## src/verilog/readout_path_pkg.sv

```systemverilog
// Constants and types for the sensor output path and sub-sampling block.
`default_nettype none
package readout_path_pkg;

  // ---------------------------------------------------------------
  // Register offsets
  // ---------------------------------------------------------------
  localparam logic [3:0] addr_amplifier = 4'h0;
  localparam logic [3:0] addr_gain      = 4'h1;
  localparam logic [3:0] addr_dac_coarse = 4'h2;
  localparam logic [3:0] addr_dac_fine  = 4'h3;
  localparam logic [3:0] addr_dac_dark  = 4'h4;
  localparam logic [3:0] addr_core      = 4'h5;
  localparam logic [3:0] addr_start_x   = 4'h6;
  localparam logic [3:0] addr_start_y   = 4'h7;
  localparam logic [3:0] addr_status    = 4'h8;

  // ---------------------------------------------------------------
  // Field positions
  // ---------------------------------------------------------------
  localparam int amp_standby_bit = 0;
  localparam int amp_one_out_bit = 1;
  localparam int amp_calib_bit   = 2;
  localparam int amp_two_adc_bit = 3;
  localparam int core_ndr_bit    = 0;
  localparam int core_sub_lsb    = 1;

  // ---------------------------------------------------------------
  // Reset values
  // ---------------------------------------------------------------
  localparam logic [3:0] amp_reset     = 4'h8;
  localparam logic [3:0] gain_reset    = 4'h0;
  localparam logic [7:0] dac_reset     = 8'h00;
  localparam logic [3:0] core_reset    = 4'h0;

  // ---------------------------------------------------------------
  // Geometry
  // ---------------------------------------------------------------
  localparam int block_width = 24;
  localparam int start_x_count = 99;
  localparam int start_y_count = 138;
  localparam logic [6:0] start_x_last = 7'h62;
  localparam logic [7:0] start_y_last = 8'h89;

  localparam logic [4:0] step_a = 5'h02;
  localparam logic [4:0] step_b = 5'h04;
  localparam logic [4:0] step_c = 5'h06;
  localparam logic [4:0] step_d = 5'h08;
  localparam logic [4:0] step_e = 5'h0C;

  typedef enum logic [1:0] {
    line_idle,
    line_read,
    line_skip
  } line_state_e;

endpackage

`default_nettype wire
```

## src/verilog/readout_path.sv

```systemverilog
// Output amplifier control, converter routing and sub-sampled line readout.
//
// Behaviour
// - After reset, amplifier runs dual-output mode
// - Single-output bit merges both paths onto first
// - Single-output mode puts second path stages standby
// - Standby bit powers down whole output amplifier
// - Four-bit gain code drives gain stage
// - Offset DACs take eight-bit monotonic codes
// - Coarse sets black level, fine shifts second
// - Calibration drives dark DAC onto buses
// - Nondestructive readout ties reset lines to fine
// - Two converters split even and odd columns
// - One converter may digitise all pixels
// - Sub-sampling code selects step 2/4/6/8/12
// - Each step reads two adjacent pixels
// - Pattern repeats over 24-pixel block
// - 99 horizontal, 138 vertical start coordinates
// - Columns addressed in odd/even pairs
// - Rows addressed singly
// - Merged output runs full pixel rate
// - Dual output uses two separate pins
//
// Local design decisions: the address-and-strobe port and the address map.
`timescale 1ns/1ps
`default_nettype none

module readout_path
  import readout_path_pkg::*;
#(
  parameter int pixels_per_line = 2222,
  parameter int adc_bits        = 10
) (
  // Clock and reset
  input  wire logic                clock,
  input  wire logic                reset,
  // Register port
  input  wire logic [3:0]          reg_addr,
  input  wire logic [15:0]         reg_wdata,
  input  wire logic                reg_write,
  input  wire logic                reg_read,
  output logic      [15:0]         reg_rdata,
  // Controller timing pins
  input  wire logic                row_clock_pin,
  input  wire logic                frame_start_pin,
  // Converter results, even and odd columns
  input  wire logic [adc_bits-1:0] even_adc_data,
  input  wire logic [adc_bits-1:0] odd_adc_data,
  // Analog path controls
  output logic                     amp_standby,
  output logic                     second_path_standby,
  output logic                     merge_outputs,
  output logic [3:0]               gain_code,
  output logic [7:0]               coarse_offset_code,
  output logic [7:0]               fine_offset_code,
  output logic [7:0]               dark_code,
  output logic                     dark_to_buses,
  output logic                     reset_lines_to_fine,
  // Array addressing
  output logic [10:0]              column_pair,
  output logic                     column_select,
  output logic [11:0]              row_address,
  output logic                     row_select,
  // Digitised pixel stream
  output logic [adc_bits-1:0]      pixel_data,
  output logic                     pixel_valid,
  output logic                     pixel_odd
);

  // ---------------------------------------------------------------
  // Configuration registers
  // ---------------------------------------------------------------
  logic [3:0] amp_cfg;
  logic [3:0] core_cfg;
  logic [6:0] start_x;
  logic [7:0] start_y;

  wire wr_amp    = reg_write && reg_addr == addr_amplifier;
  wire wr_gain   = reg_write && reg_addr == addr_gain;
  wire wr_coarse = reg_write && reg_addr == addr_dac_coarse;
  wire wr_fine   = reg_write && reg_addr == addr_dac_fine;
  wire wr_dark   = reg_write && reg_addr == addr_dac_dark;
  wire wr_core   = reg_write && reg_addr == addr_core;
  wire wr_sx     = reg_write && reg_addr == addr_start_x;
  wire wr_sy     = reg_write && reg_addr == addr_start_y;

  // Start indices beyond the last coordinate are clamped rather than wrapped.
  wire [6:0] sx_in = (reg_wdata[6:0] > start_x_last) ? start_x_last : reg_wdata[6:0];
  wire [7:0] sy_in = (reg_wdata[7:0] > start_y_last) ? start_y_last : reg_wdata[7:0];

  always_ff @(posedge clock) begin
    if (reset) begin
      amp_cfg            <= amp_reset;
      gain_code          <= gain_reset;
      coarse_offset_code <= dac_reset;
      fine_offset_code   <= dac_reset;
      dark_code          <= dac_reset;
      core_cfg           <= core_reset;
      start_x            <= 7'h00;
      start_y            <= 8'h00;
    end else begin
      if (wr_amp)    amp_cfg            <= reg_wdata[3:0];
      if (wr_gain)   gain_code          <= reg_wdata[3:0];
      if (wr_coarse) coarse_offset_code <= reg_wdata[7:0];
      if (wr_fine)   fine_offset_code   <= reg_wdata[7:0];
      if (wr_dark)   dark_code          <= reg_wdata[7:0];
      if (wr_core)   core_cfg           <= reg_wdata[3:0];
      if (wr_sx)     start_x            <= sx_in;
      if (wr_sy)     start_y            <= sy_in;
    end
  end

  // ---------------------------------------------------------------
  // Analog path decode
  // ---------------------------------------------------------------
  wire standby_bit = amp_cfg[amp_standby_bit];
  wire one_out     = amp_cfg[amp_one_out_bit];
  wire two_adc     = amp_cfg[amp_two_adc_bit];
  wire ndr_on      = core_cfg[core_ndr_bit];
  wire [2:0] sub_code = core_cfg[core_sub_lsb +: 3];

  assign amp_standby         = standby_bit;
  assign merge_outputs       = one_out;
  assign second_path_standby = standby_bit | one_out;
  assign dark_to_buses       = amp_cfg[amp_calib_bit];
  assign reset_lines_to_fine = ndr_on;

  // ---------------------------------------------------------------
  // Sub-sampling step decode
  // ---------------------------------------------------------------
  logic [4:0] step;
  always_comb begin
    case (sub_code)
      3'b000:  step = step_a;
      3'b001:  step = step_b;
      3'b010:  step = step_c;
      3'b011:  step = step_d;
      default: step = step_e;
    endcase
  end

  // ---------------------------------------------------------------
  // Pin synchronisers and row clock edge
  // ---------------------------------------------------------------
  logic [1:0] row_sync;
  logic [1:0] frame_sync;
  logic       row_prev;
  logic       frame_prev;
  always_ff @(posedge clock) begin
    if (reset) begin
      row_sync   <= 2'b00;
      frame_sync <= 2'b00;
      row_prev   <= 1'b0;
      frame_prev <= 1'b0;
    end else begin
      row_sync   <= {row_sync[0], row_clock_pin};
      frame_sync <= {frame_sync[0], frame_start_pin};
      row_prev   <= row_sync[1];
      frame_prev <= frame_sync[1];
    end
  end
  wire row_pulse   = row_sync[1] & ~row_prev;
  wire frame_pulse = frame_sync[1] & ~frame_prev;

  // ---------------------------------------------------------------
  // Vertical pointer: single rows, step rows per sub-sampling period
  // ---------------------------------------------------------------
  logic [4:0] row_phase;
  wire [11:0] y_base = {4'h0, start_y};
  always_ff @(posedge clock) begin
    if (reset) begin
      row_address <= 12'h000;
      row_phase   <= 5'h00;
      row_select  <= 1'b0;
    end else if (frame_pulse) begin
      row_address <= y_base;
      row_phase   <= 5'h00;
      row_select  <= 1'b0;
    end else if (row_pulse) begin
      row_select <= 1'b1;
      // The first pulse of a frame selects the start row itself, so it is not skipped.
      // After that two adjacent rows are read, then the rest of the step is skipped.
      if (!row_select) begin
        row_phase <= 5'h01;
      end else if (row_phase == 5'h01) begin
        row_address <= row_address + 12'h001;
        row_phase   <= 5'h00;
      end else begin
        row_address <= row_address + 12'(step) - 12'h001;
        row_phase   <= 5'h01;
      end
    end
  end

  // ---------------------------------------------------------------
  // Horizontal pointer: column pairs from a 24-pixel aligned start
  // ---------------------------------------------------------------
  line_state_e state;
  logic [10:0] pairs_left;
  logic [4:0]  block_pos;
  logic        half;
  wire  [10:0] x_base = 11'(start_x) * 11'(block_width / 2);

  always_ff @(posedge clock) begin
    if (reset) begin
      state         <= line_idle;
      column_pair   <= 11'h000;
      column_select <= 1'b0;
      pairs_left    <= 11'h000;
      block_pos     <= 5'h00;
      half          <= 1'b0;
    end else begin
      case (state)
        line_idle: begin
          column_select <= 1'b0;
          if (row_pulse) begin
            column_pair <= x_base;
            pairs_left  <= 11'(pixels_per_line / 2);
            block_pos   <= 5'h00;
            half        <= 1'b0;
            state       <= line_read;
          end
        end
        line_read: begin
          column_select <= 1'b1;
          half          <= ~half;
          if (half) begin
            // One pair read; jump over the rest of the step within the block.
            column_select <= 1'b0;
            pairs_left    <= pairs_left - 11'(step >> 1);
            column_pair   <= column_pair + 11'(step >> 1);
            block_pos     <= (5'(block_pos + step) >= 5'(block_width)) ?
                             5'(block_pos + step - 5'(block_width)) :
                             5'(block_pos + step);
            state         <= (pairs_left <= 11'(step >> 1)) ? line_idle : line_read;
          end
        end
        line_skip: state <= line_idle;
        default:   state <= line_idle;
      endcase
    end
  end

  // ---------------------------------------------------------------
  // Converter routing: even/odd interleave or single converter
  // ---------------------------------------------------------------
  wire use_odd_adc = two_adc & half;
  always_ff @(posedge clock) begin
    if (reset) begin
      pixel_data  <= '0;
      pixel_valid <= 1'b0;
      pixel_odd   <= 1'b0;
    end else begin
      pixel_valid <= state == line_read;
      pixel_odd   <= half;
      pixel_data  <= use_odd_adc ? odd_adc_data : even_adc_data;
    end
  end

  // ---------------------------------------------------------------
  // Read-back
  // ---------------------------------------------------------------
  logic [15:0] rd_mux;
  always_comb begin
    case (reg_addr)
      addr_amplifier:  rd_mux = {12'h000, amp_cfg};
      addr_gain:       rd_mux = {12'h000, gain_code};
      addr_dac_coarse: rd_mux = {8'h00, coarse_offset_code};
      addr_dac_fine:   rd_mux = {8'h00, fine_offset_code};
      addr_dac_dark:   rd_mux = {8'h00, dark_code};
      addr_core:       rd_mux = {12'h000, core_cfg};
      addr_start_x:    rd_mux = {9'h000, start_x};
      addr_start_y:    rd_mux = {8'h00, start_y};
      addr_status:     rd_mux = {3'h0, state == line_read, row_address};
      default:         rd_mux = 16'h0000;
    endcase
  end

  always_ff @(posedge clock) begin
    if (reset) begin
      reg_rdata <= 16'h0000;
    end else if (reg_read) begin
      reg_rdata <= rd_mux;
    end else begin
      reg_rdata <= 16'h0000;
    end
  end

endmodule

`default_nettype wire

```

## config.mk

```make
export PLATFORM = sky130hd
export DESIGN_NAME = readout_path
export DESIGN_NICKNAME = d
export VERILOG_FILES = /design/src/verilog/readout_path_pkg.sv /design/src/verilog/readout_path.sv
export SDC_FILE = /design/constraint.sdc
export NUM_CORES = 1
export LEC_CHECK = 0
export BUFFER_PORTS_ARGS = -buffer_cell sky130_fd_sc_hd__clkbuf_2
export CORE_MARGIN = 2
export CORE_UTILIZATION = 55
export DETAILED_ROUTE_END_ITERATION = 10
export PLACE_DENSITY = 0.77
export SLEW_MARGIN = 5
export SYNTH_ARGS = -nofsm -noshare
export SYNTH_HDL_FRONTEND = slang
export SYNTH_SLANG_ARGS = --single-unit
export TNS_END_PERCENT = 1
```

## constraint.sdc

```tcl
create_clock -name clock -period 4.5 [get_ports clock]
set_input_delay 0.225 -clock clock [delete_from_list [all_inputs] [get_ports clock]]
set_output_delay 0.225 -clock clock [all_outputs]
set_load 0.1 [all_outputs]
```

# After elaboration in Yosys (flattened, before gate mapping)
# Index checks and enable logic that the tools add are counted.
# op_classes
n_addsub	5
multipliers	1
order_cmp	3
n_eq_ne	15
n_mux	25
bitwise_logic	8
reduce_logical	21
# ops
operator	count
case mux 13 bit (9 select lines)	1
two-way mux 11 bit	4
case mux 11 bit (2 select lines)	2
two-way mux 8 bit	4
== test 4 x 3 -> 1 bit, second input constant	4
case mux 4 bit (4 select lines)	1
adder 12 x 1 -> 12 bit, second input constant	1
adder 12 x 4 -> 12 bit	1
two-way mux 12 bit	1
subtractor 12 x 1 -> 12 bit, second input constant	1
adder 11 x 4 -> 11 bit	1
<= comparator 11 x 4 -> 1 bit	1
subtractor 11 x 4 -> 11 bit	1
two-way mux 10 bit	1
multiplier 7 x 2 -> 9 bit, second input constant	1
== test 4 x 2 -> 1 bit, second input constant	2
> comparator 8 bit, second input constant	1
logical AND 1 bit	8
AND reduction 2 bit	4
> comparator 7 bit, second input constant	1
two-way mux 7 bit	1
== test 3 x 2 -> 1 bit, second input constant	2
nonzero test 2 bit	3
== test 5 x 1 -> 1 bit, second input constant	1
17 further kinds	30
# totals
reg_bits	129
in_bits	46
output_inout_bits	86
elab_cells	103

# Longest topological paths before layout
# Gate-level depths: netlist of run 1.
# depth
word_depth	8
mapped_depth	11
depth_no_buf	11

# Worst setup path after synthesis of run 1
# No wires, ideal clock.
# synth_timing
path_type	reg-to-reg
start	register row_address[2]
end	register row_address[9]
setup_time_ns	0.116
arrival_time_ns	3.031
required_ns	4.384
path_slack_ns	1.353
path_stages_with_launch	11
synth_period_minus_slack_ns	3.147
cell_sequence	dfxtp_1 -> clkbuf_1 -> inv_1 -> ha_1 -> inv_1 -> fa_1 -> a21o_1 -> a31o_2 -> a41oi_1 -> o32ai_1 -> a41o_1
# synth_via
elab_chain_len	3
elab_cells_between_ends	4
classes_between	add/sub (3); mux (1)
# synth_rtl
element	line_no	rtl
from (decl)	readout_path.sv:62	output logic [11:0] row_address,
from (signal assigned)	readout_path.sv:176	row_address <= y_base;
from (signal assigned)	readout_path.sv:186	row_address <= row_address + 12'h001;
from (signal assigned)	readout_path.sv:189	row_address <= row_address + 12'(step) - 12'h001;
adder 12 x 4 -> 12 bit	readout_path.sv:189	
subtractor 12 x 1 -> 12 bit	readout_path.sv:189	
two-way mux 12 bit *	readout_path.sv:185	end else if (row_phase == 5'h01) begin
# Mark *: on every way between the ends. The rest lies on a longest branch, timed or not.
# A chain may end at the register's enable or synchronous reset.

# Final worst setup path of run 1
# layout_timing
start	register core_cfg[1]
end	register row_address[9]
# layout_via
elab_chain_len	5
elab_cells_between_ends	8
classes_between	add/sub (2); eq/ne (3); mux (2); reduce/logical (1)
# layout_rtl
element	line_no	rtl
from (decl)	readout_path.sv:74	logic [3:0] core_cfg;
from (signal assigned)	readout_path.sv:98	core_cfg <= core_reset;
from (signal assigned)	readout_path.sv:107	if (wr_core) core_cfg <= reg_wdata[3:0];
== test 3 x 2 -> 1 bit (tied with other cells)	readout_path.sv:133	case (sub_code)
case mux 4 bit (4 select lines) *	readout_path.sv:133	
adder 12 x 4 -> 12 bit *	readout_path.sv:189	
subtractor 12 x 1 -> 12 bit *	readout_path.sv:189	
two-way mux 12 bit *	readout_path.sv:185	
# Marks and branches as above.

==> flow_summary_export.csv, run 1 <==
group,metric,value,unit
synth,synth.most_common_cell,"dfxtp_1",
placed_design,hpwl,12800,um
finish,drive_gt1_share,19.9,%
clock_tree,postCtsSetupBuffers,0,
setup_path,rr_worst_depth,10,
clock_tree,cts_resized,0,
synth,synthFlopType,"dfxtp_1",
hold_path,hp-start,"odd_adc_data[5]",
global_routing,grt_pass1_wl,29600,um
synth,synth_warnings,0,
synth,synthesis.area,6600,sq um
power_and_ir_drop,power.density,380,nW/um^2
power_and_ir_drop,leakage,3.42,nW
floorplan,fp.dieW,114,um
sta,fin_skew,9.66,ps
floorplan,ios,132,
hold_path,worstHoldEndpoint,"pixel_data[5]$_SDFF_PP0_",
synth,yosys.area.top_type,"dfxtp_1",
setup_path,rrSetupSlack,1620,ps
synth,avgSynthCellArea,8.50,sq um
routing,vias,6256,
floorplan,rows,40,
clock_tree,max-clock-path-buffers,2,
global_routing,grt_max_degree,55,
sta,period_needed,2880,ps
finish,n_antenna_cell,0,
synth,synthTopCellsByCount,"121 x dfxtp_1, 88 x nor2_1, 72 x nand2_1, 65 x a21oi_1, 36 x nand3_1",
synth,ys_seq_area_share,36.7,%
finish,nets,960,
floorplan,die_h,114,um
clock_tree,cts_tree,"built",
routing,first_iter_violations,482,
routing,routed_wl,18100,um
clock_tree,clk_latency,420,ps
global_routing,gr-usage-met2,46.3,%
global_routing,grt_use_met3,5.84,%
clock_tree,clk_pin_slew,60,ps
run,drv_cap,0,
sta,max_freq,0.347,GHz
global_routing,grt_use_met1,36.6,%
sta,drv_slew,0,
setup_path,critPathCaptureType,"flip-flop",
routing,dr.pass1.iters,8,
synth,synth-edff-count,0,
hold_path,min_path_cells,3,
floorplan,fp.coreArea,11900,sq um
clock_tree,clock-sinks,121,
sta,holdWs,27.6,ps
global_routing,top_usage_layer,"met2",
floorplan,start_util,55.7,%
routing,drcViolationCount,0,
clock_tree,cts_root_buf,"clkbuf_16",
clock_tree,cts_buffers,17,
clock_tree,htreeDepth,4,
floorplan,die_area,12900,sq um
sta,rsz0062_at_grt,"no",
placed_design,io_buffers,120,
global_routing,grt_pass1_vias,5961,
synth,ys_top_cells_by_area,"dfxtp_1 37%, ha_1 6.1%, mux2i_1 5.3%",
sta,setup_violations,0,
finish,n_fill_cell,967,
setup_path,cp_data_arrival_time,3190,ps
synth,ys_async_sr_fraction,0,%
sta,layout_worst_path_cycle_share,64.0,%
setup_path,crit_required,4810,ps
synth,synth_cells,777,
finish,area_growth,18.7,%
placed_design,place.gp.congestion,0.955,
setup_path,critPathLaunchType,"flip-flop",
clock_tree,cts_hold_buffers,0,
sta,tightest_slew,1030,ps
setup_path,reg2reg_from,"core_cfg[1]$_SDFFE_PP0P_",
setup_path,path_class,"flip-flop to flip-flop",
synth,ys_seq_elements,121,
sta,hold_viol,0,
routing,ant_nets,0,
sta,finalSetupTns,0,ps
global_routing,grt_usage,28.6,%
setup_path,r2r_end,"row_address[9]$_SDFFE_PP0P_",
routing,wl_per_cell,17.5,um
synth,yosysUniqueCellTypes,79,
status,status,"finished clean",
synth,synth_top_area_share,36.7,%
global_routing,antenna_found_initial,0,
hold_path,hold_class,"primary input to flip-flop",
setup_path,cp_max_fo,5,
power_and_ir_drop,ir_drop,0.000325,V
routing,drt-vias-per-instance,6.04,
global_routing,globalRouteOverflowTotal,0,
sta,maxSlewHeadroom,31.6,%
## area by class of cell
class                      instances  area (sq um)  share of cell area, %
multi-input combinational        584          3880                   49.5
tap                              147           184                   2.35
clock inverter                     6           114                   1.45
timing repair buffer             123           623                   7.95
sequential                       121          2420                   30.9
inverter                          31           116                   1.48
clock buffer                      23           498                   6.35
## worst max-delay path by stage
stage | start | to | slack, ps | depth (start not counted)
after floorplan | row_address[2]$_SDFFE_PP0P_ | row_address[9]$_SDFFE_PP0P_ | 1350 | 10
after global placement | core_cfg[1]$_SDFFE_PP0P_ | row_address[9]$_SDFFE_PP0P_ | 1730 | 10
after detailed placement | core_cfg[1]$_SDFFE_PP0P_ | row_address[9]$_SDFFE_PP0P_ | 1670 | 10
after CTS | core_cfg[1]$_SDFFE_PP0P_ | row_address[9]$_SDFFE_PP0P_ | 1650 | 10
after global routing | core_cfg[1]$_SDFFE_PP0P_ | row_address[9]$_SDFFE_PP0P_ | 1520 | 10
final | core_cfg[1]$_SDFFE_PP0P_ | row_address[9]$_SDFFE_PP0P_ | 1620 | 10
## kinds of logic (layout without fill, tap and decap cells)
kind of cell	count (synthesis)	after routing	share of synthesized area, %
multiplexers	45	45	7.69
other	1	3	0.0568
flip-flops	121	121	36.7
AND/OR/NAND/NOR	306	306	23.2
adder cells (fa/ha/maj)	38	38	7.58
AO/OA/AOI/OAI	174	174	17.8
XOR/XNOR	18	18	2.39
buffers and inverters	74	183	4.68
## power by group
part / total (W) / internal [W] / switching (W)
combinational: 0.000427 / 0.000123 / 0.000305
sequential: 0.00113 / 0.00110 / 0.0000330
clock: 0.00141 / 0.000935 / 0.000478
## worst max-delay path, stage by stage, from the launching register on
cell and delay [ps]:
dfxtp_1 350, or2_2 330, ha_1 280, inv_1 40, ha_1 210, fa_1 440
a21o_1 230, a31o_2 260, a41oi_1 280, o32ai_1 140, a41o_1 210
## metal layers
layer | share of wire [%] | up-vias
li1 | - | 2985
met1 | 41 | 2905
met2 | 47 | 301
met3 | 7.3 | 65
met4 | 4.1 | 0
met5 | 0 | -
## stage by stage
step / area, sq um / worst slack, ps / instances / utilization (%) / total power, W
5_1_grt: 7840 / 1520 / 1035 / 66.1 / 0.00307
3_5_place_dp: 7230 / 1670 / 1006 / 60.9 / 0.00158
4_1_cts: 7840 / 1650 / 1035 / 66.1 / 0.00298
2_1_floorplan: 6610 / 1350 / 779 / - / 0.00149
3_3_place_gp: 7230 / 1730 / 1006 / 60.9 / 0.00157
6_report: 7840 / 1620 / 1035 / 66.1 / 0.00298
## placed cells by master (no fill, tap or decap), drive strengths merged, types with 11 or more instances in the layout
cell,synthesis,final
a211oi,15,15
a21oi,65,65
and2,12,12
and3,11,11
clkbuf,26,142
dfxtp,121,121
ha,32,32
inv,30,30
mux2i,35,35
nand2,73,73
nand3,37,37
nor2,90,90
nor2b,17,17
nor3,15,15
o21ai,15,15
xnor2,15,15
## flip-flops by register name, indices dropped and copies added (netlist names), 2 cells and up
register and flops:
column_pair 11, dark_code 8, reg_rdata 13, core_cfg 4, amp_cfg 4, frame_sync 2
fine_offset_code 8, coarse_offset_code 8, pixel_data 10, gain_code 4, row_sync 2, pairs_left 11
row_address 12, start_x 7, start_y 8
No activity file was read; power rests on OpenSTA's default activity.
==> inputs of run 2 (changes only) <==
Settings changed: CORE_UTILIZATION 55 to 50, PLACE_DENSITY 0.77 to 0.73.
Clock period 4.5 ns to 2.4 ns, I/O delays scaled along.
==> run 2 against run 1 <==
Against the previous run: the flow now finishes with violations (negative setup slack); flip-flop and latch count did not move; die area grew 9.6%; sequential power increased by 88%; wire length grew 4.4%; utilization is 0.23 points lower; critical path type unchanged; critical endpoint unchanged.
==> flow_summary_export.csv, run 2 (synthesized netlist as in run 1, its figures left out) <==
group,metric,value,unit
clock_tree,cts_root_buf,"clkbuf_16",
clock_tree,clock-sinks,121,
finish,final_cells,1110,
hold_path,worstHoldEndpoint,"coarse_offset_code[5]$_SDFFE_PP0P_",
finish,largest_reg_flops,13,
setup_path,cp_data_arrival_time,2800,ps
setup_path,rr_worst_depth,10,
routing,wl_per_cell,17.0,um
sta,drv_slew,0,
setup_path,cp_max_fo,3,
clock_tree,clk_pin_slew,50,ps
global_routing,grt_max_degree,52,
routing,ant_nets,0,
finish,nets,1009,
placed_design,place_ws,-124,ps
sta,setup_violations,4,
hold_path,min_path_cells,3,
sta,period_needed,2490,ps
routing,vias,6368,
finish,largest-register,"reg_rdata",
routing,dr.pass1.iters,5,
hold_path,hp-start,"reg_wdata[5]",
hold_path,hold_class,"primary input to flip-flop",
placed_design,place.gp.congestion,0.909,
floorplan,ios,132,
floorplan,fp.dieW,119,um
floorplan,die_h,119,um
placed_design,dp.cells,1057,
placed_design,hpwl,13000,um
clock_tree,max-clock-path-buffers,2,
placed_design,io_buffers,120,
finish,area_growth,27.4,%
floorplan,fp.coreArea,12800,sq um
setup_path,rrSetupSlack,-90,ps
status,violations,"negative setup slack",
setup_path,r2r_end,"row_address[9]$_SDFFE_PP0P_",
global_routing,grt_usage,26.9,%
power_and_ir_drop,ir_drop,0.000502,V
sta,rsz0062_at_grt,"yes",
setup_path,critPathLaunchType,"flip-flop",
setup_path,crit_required,2700,ps
clock_tree,cts_buffers,17,
power_and_ir_drop,power.density,660,nW/um^2
floorplan,die_area,14100,sq um
routing,drcViolationCount,0,
finish,n_antenna_cell,0,
status,status,"complete, but fails checks",
run,drv_cap,0,
routing,drt-vias-per-instance,5.74,
global_routing,globalRouteOverflowTotal,0,
floorplan,rows,41,
sta,hold_viol,0,
finish,final_cell_mix,"119 x clkbuf_2, 112 x dfxtp_1, 88 x nor2_1, 72 x nand2_1, 62 x a21oi_1",
finish,reg.largest.list,"reg_rdata (13), row_address (12)",
floorplan,start_util,51.7,%
sta,fin_skew,8.37,ps
setup_path,critPathCaptureType,"flip-flop",
setup_path,path_class,"flip-flop to flip-flop",
clock_tree,cts_tree,"built",
routing,routed_wl,18900,um
global_routing,antenna_found_initial,0,
sta,maxSlewHeadroom,51.7,%
sta,max_freq,0.401,GHz
power_and_ir_drop,finalPower,0.00555,W
sta,finalSetupTns,-223,ps
finish,layout_commonest_cell,"clkbuf_2",
sta,layout_worst_path_cycle_share,104,%
routing,first_iter_violations,702,
clock_tree,htreeDepth,4,
global_routing,grt_pass1_wl,30600,um
finish,n_fill_cell,1069,
power_and_ir_drop,leakage,3.67,nW
global_routing,grt_pass1_vias,6047,
sta,tightest_slew,721,ps
setup_path,reg2reg_from,"core_cfg[3]$_SDFFE_PP0P_",
finish,drive_gt1_share,24.6,%
sta,setup_ws,-93.4,ps
clock_tree,clk_latency,420,ps
run 2: changes by cell type in the layout (fill, tap and decap cells not counted), sizes merged:
cell,before,now
clkinv,2,6
buf,4,31
dlygate4sd3,0,22
clkinvlp,2,0
bufinv,3,2
run 2: layout make-up:
class                      count  area, sq um  area share [%]
multi-input combinational    584         4020            47.8
timing repair buffer         172         1050            12.5
inverter                      31          116            1.38
clock inverter                 7         92.6            1.10
sequential                   121         2440            29.0
tap                          172          215            2.56
clock buffer                  23          479            5.70
run 2: critical path: stages, from the launching register on:
cell and delay (ps):
dfxtp_1 310, or2_4 260, ha_4 260, inv_1 50
ha_4 160, fa_2 400, a21o_1 200, a31o_2 260
a41oi_2 150, o32ai_1 120, a41o_1 220
run 2: per-layer routing:
metal / wire, um / vias to the layer above / GRT usage, %
li1: - / 3093 / -
met1: 8090 / 2967 / 34.4
met2: 9010 / 270 / 44.1
met3: 1420 / 38 / 7.47
met4: 378 / 0 / 8.18
met5: 0 / - / 0
run 2: worst max-delay path by stage:
stage / startpoint / endpoint / slack (ps) / cells past startpoint
after floorplan: row_address[2]$_SDFFE_PP0P_ / row_address[9]$_SDFFE_PP0P_ / -90 / 10
after global placement: core_cfg[1]$_SDFFE_PP0P_ / row_address[9]$_SDFFE_PP0P_ / -110 / 10
after detailed placement: core_cfg[1]$_SDFFE_PP0P_ / row_address[9]$_SDFFE_PP0P_ / -120 / 10
after CTS: core_cfg[3]$_SDFFE_PP0P_ / row_address[9]$_SDFFE_PP0P_ / -60 / 10
after global routing: core_cfg[1]$_SDFFE_PP0P_ / row_address[6]$_SDFFE_PP0P_ / -220 / 12
final: core_cfg[3]$_SDFFE_PP0P_ / row_address[9]$_SDFFE_PP0P_ / -90 / 10
run 2: metrics by stage:
stage | util [%] | hold WS, ps | instance area [sq um]
2_1_floorplan | - | 248 | 6650
3_5_place_dp | 58.6 | 342 | 7480
3_3_place_gp | 58.6 | 333 | 7480
6_report | 65.8 | 54.8 | 8410
5_1_grt | 65.8 | 54.4 | 8410
4_1_cts | 65.2 | 33.5 | 8330
run 2: what timing repair did:
item	CTS	global route
endpoints found under the setup margin	5	20
buffers inserted	1	0
endpoints found under the hold margin	12	0
pin swaps	10	5
gates resized for setup	7	16
hold buffers	22	0
run 2: power breakdown:
| part | switching (W) | internal (W) |
|---|---|---|
| combinational | 0.000623 | 0.000314 |
| clock | 0.000898 | 0.00160 |
| sequential | 0.0000530 | 0.00206 |
| total | 0.00157 | 0.00398 |
==> inputs of run 3 (changes only) <==
==> constraint.sdc (replaced) <==
create_clock -name clock -period 2.4 [get_ports clock]
set_input_delay 0.24 -clock clock [delete_from_list [all_inputs] [get_ports clock]]
set_output_delay 0.24 -clock clock [all_outputs]
set_load 0.1 [all_outputs]
==> run 3 against run 2 <==
Against the previous run: the run still ends with negative setup slack left; largest power group unchanged; sequential power about the same; clock skew about the same; critical endpoint is now row_address[6]$_SDFFE_PP0P_; design area down 1.5%; final cell count down 1.5%.
==> flow_summary_export.csv, run 3 (synthesized netlist as in run 1, its figures left out) <==
group,metric,value,unit
routing,ant_nets,0,
status,status,"complete, but fails checks",
setup_path,path_class,"flip-flop to flip-flop",
clock_tree,cts_buffers,17,
power_and_ir_drop,combPwrFrac,15.9,%
setup_path,slowest_stage,"or3b_4",
finish,drive_gt1_share,26.6,%
hold_path,min_path_cells,2,
clock_tree,clock-sinks,121,
placed_design,place_ws,-141,ps
routing,wl_per_cell,17.0,um
power_and_ir_drop,switching_share,28.2,%
clock_tree,cts_tree,"built",
floorplan,rows,41,
power_and_ir_drop,leakage,3.61,nW
clock_tree,clk_latency,420,ps
hold_path,hp-start,"row_clock_pin",
finish,reg.largest.list,"reg_rdata (13), row_address (12)",
routing,first_iter_violations,528,
setup_path,critPathCaptureType,"flip-flop",
placed_design,io_buffers,120,
power_and_ir_drop,p_clk_share,47.1,%
floorplan,die_h,119,um
power_and_ir_drop,p_switching,0.00162,W
floorplan,fp.coreArea,12800,sq um
setup_path,rr_worst_depth,12,
power_and_ir_drop,seq_power_share,37.0,%
routing,dr.pass1.iters,6,
global_routing,grt_max_degree,44,
finish,largest-register,"reg_rdata",
global_routing,antenna_found_initial,0,
sta,period_needed,2500,ps
clock_tree,htreeDepth,4,
finish,final_cell_mix,"119 x clkbuf_2, 110 x dfxtp_1, 87 x nor2_1, 72 x nand2_1, 62 x a21oi_1",
sta,layout_worst_path_cycle_share,104,%
clock_tree,clk_pin_slew,60,ps
finish,area_growth,25.4,%
placed_design,placed_cell_area,7490,sq um
finish,final_cells,1093,
setup_path,critPathLaunchType,"flip-flop",
placed_design,hpwl,12900,um
routing,vias,6327,
setup_path,r2r_end,"row_address[6]$_SDFFE_PP0P_",
power_and_ir_drop,finalPower,0.00573,W
clock_tree,cts_hold_buffers,0,
setup_path,cp_max_fo,4,
status,violations,"negative setup slack",
placed_design,dp.cells,1058,
run,drv_cap,0,
finish,fin_area,8280,sq um
power_and_ir_drop,p_int,0.00412,W
routing,routed_wl,18600,um
setup_path,crit_buf_inv,3,
global_routing,grt_usage,25.7,%
hold_path,worstHoldEndpoint,"row_sync[0]$_SDFF_PP0_",
sta,holdWs,39.6,ps
power_and_ir_drop,power.density,692,nW/um^2
global_routing,grt_pass1_vias,5837,
setup_path,path_cells,"buf_6 -> xnor2_2 -> nand2b_1 -> inv_2 -> ha_4 -> inv_4 -> ha_4 -> a21o_1 -> nand4_1 -> nand3_1 -> or3b_4 -> a2111oi_4",
power_and_ir_drop,ir_drop,0.000555,V
finish,n_fill_cell,1078,
routing,drt-vias-per-instance,5.79,
setup_path,cp_data_arrival_time,2810,ps
setup_path,rrSetupSlack,-100,ps
routing,drcViolationCount,0,
sta,maxSlewHeadroom,51.6,%
sta,drv_slew,0,
clock_tree,max-clock-path-buffers,2,
sta,max_freq,0.400,GHz
finish,nets,990,
sta,rsz0062_at_grt,"yes",
setup_path,path_common_cell,"ha_4",
setup_path,slowest_delay,390,ps
floorplan,ios,132,
finish,n_antenna_cell,0,
global_routing,grt_pass1_wl,29500,um
sta,setup_ws,-97.2,ps
global_routing,globalRouteOverflowTotal,0,
sta,hold_viol,0,
floorplan,start_util,51.7,%
hold_path,hold_class,"primary input to flip-flop",
sta,tightest_slew,723,ps
setup_path,path_delay_family,"simple AND/OR/NAND/NOR gates",
placed_design,place.gp.congestion,0.888,
setup_path,reg2reg_from,"core_cfg[1]$_SDFFE_PP0P_",
finish,largest_reg_flops,13,
sta,setup_violations,5,
clock_tree,cts_root_buf,"clkbuf_16",
finish,layout_commonest_cell,"clkbuf_2",
floorplan,fp.dieW,119,um
floorplan,die_area,14100,sq um
setup_path,crit_required,2710,ps
sta,fin_skew,8.40,ps
-- run 3: stage by stage --
step	setup TNS, ps	util, %
2_1_floorplan	-372	-
3_3_place_gp	-168	58.6
3_5_place_dp	-346	58.6
4_1_cts	-174	63.7
5_1_grt	-1220	64.8
6_report	-197	64.8
-- run 3: worst reg2reg max path: stages, from the launching register on --
cell and delay (ps):
dfxtp_2 330, buf_6 120, xnor2_2 120, nand2b_1 100
inv_2 60, ha_4 260, inv_4 40, ha_4 250
a21o_1 130, nand4_1 150, nand3_1 100, or3b_4 390
a2111oi_4 330
-- run 3: layout make-up --
type                    instances  area [sq um]  area share, %
multi-input cells             584          4030           48.7
inverters                      31           119           1.44
well taps                     172           215           2.60
flip-flops and latches        121          2440           29.5
repair buffers                153           855           10.3
clock buffers                  20           447           5.39
clock inverters                12           170           2.05
-- run 3: power groups by stage --
stage / combinational, W / sequential, W / clock (W)
2_1_floorplan: 0.000429 / 0.00236 / 0
3_3_place_gp: 0.000832 / 0.00216 / 0
3_5_place_dp: 0.000838 / 0.00216 / 0
4_1_cts: 0.000853 / 0.00212 / 0.00273
5_1_grt: 0.000968 / 0.00212 / 0.00282
6_report: 0.000911 / 0.00212 / 0.00270
-- run 3: worst max-delay path by stage --
stage / startpoint / endpoint / slack (ps) / cells after the start
finish: core_cfg[1]$_SDFFE_PP0P_ / row_address[6]$_SDFFE_PP0P_ / -100 / 12
global route: core_cfg[1]$_SDFFE_PP0P_ / row_address[6]$_SDFFE_PP0P_ / -240 / 12
CTS: core_cfg[1]$_SDFFE_PP0P_ / row_address[6]$_SDFFE_PP0P_ / -100 / 12
global placement: core_cfg[1]$_SDFFE_PP0P_ / row_address[9]$_SDFFE_PP0P_ / -120 / 10
floorplan: row_address[2]$_SDFFE_PP0P_ / row_address[9]$_SDFFE_PP0P_ / -90 / 10
detailed placement: core_cfg[1]$_SDFFE_PP0P_ / row_address[9]$_SDFFE_PP0P_ / -140 / 10
-- run 3: repair_timing --
action,CTS,global route
pin swaps,9,11
endpoints found under the setup margin,9,20
resized for setup,5,27
buffers inserted,1,2
-- run 3: routing by layer --
| layer | GRT usage [%] | vias to the layer above | share of wire [%] |
|---|---|---|---|
| met4 | 8.26 | 0 | 2.0 |
| met2 | 40.9 | 254 | 47 |
| met5 | 0 | - | 0 |
| met3 | 5.84 | 41 | 6.8 |
| li1 | - | 3050 | - |
| met1 | 34.7 | 2982 | 44 |
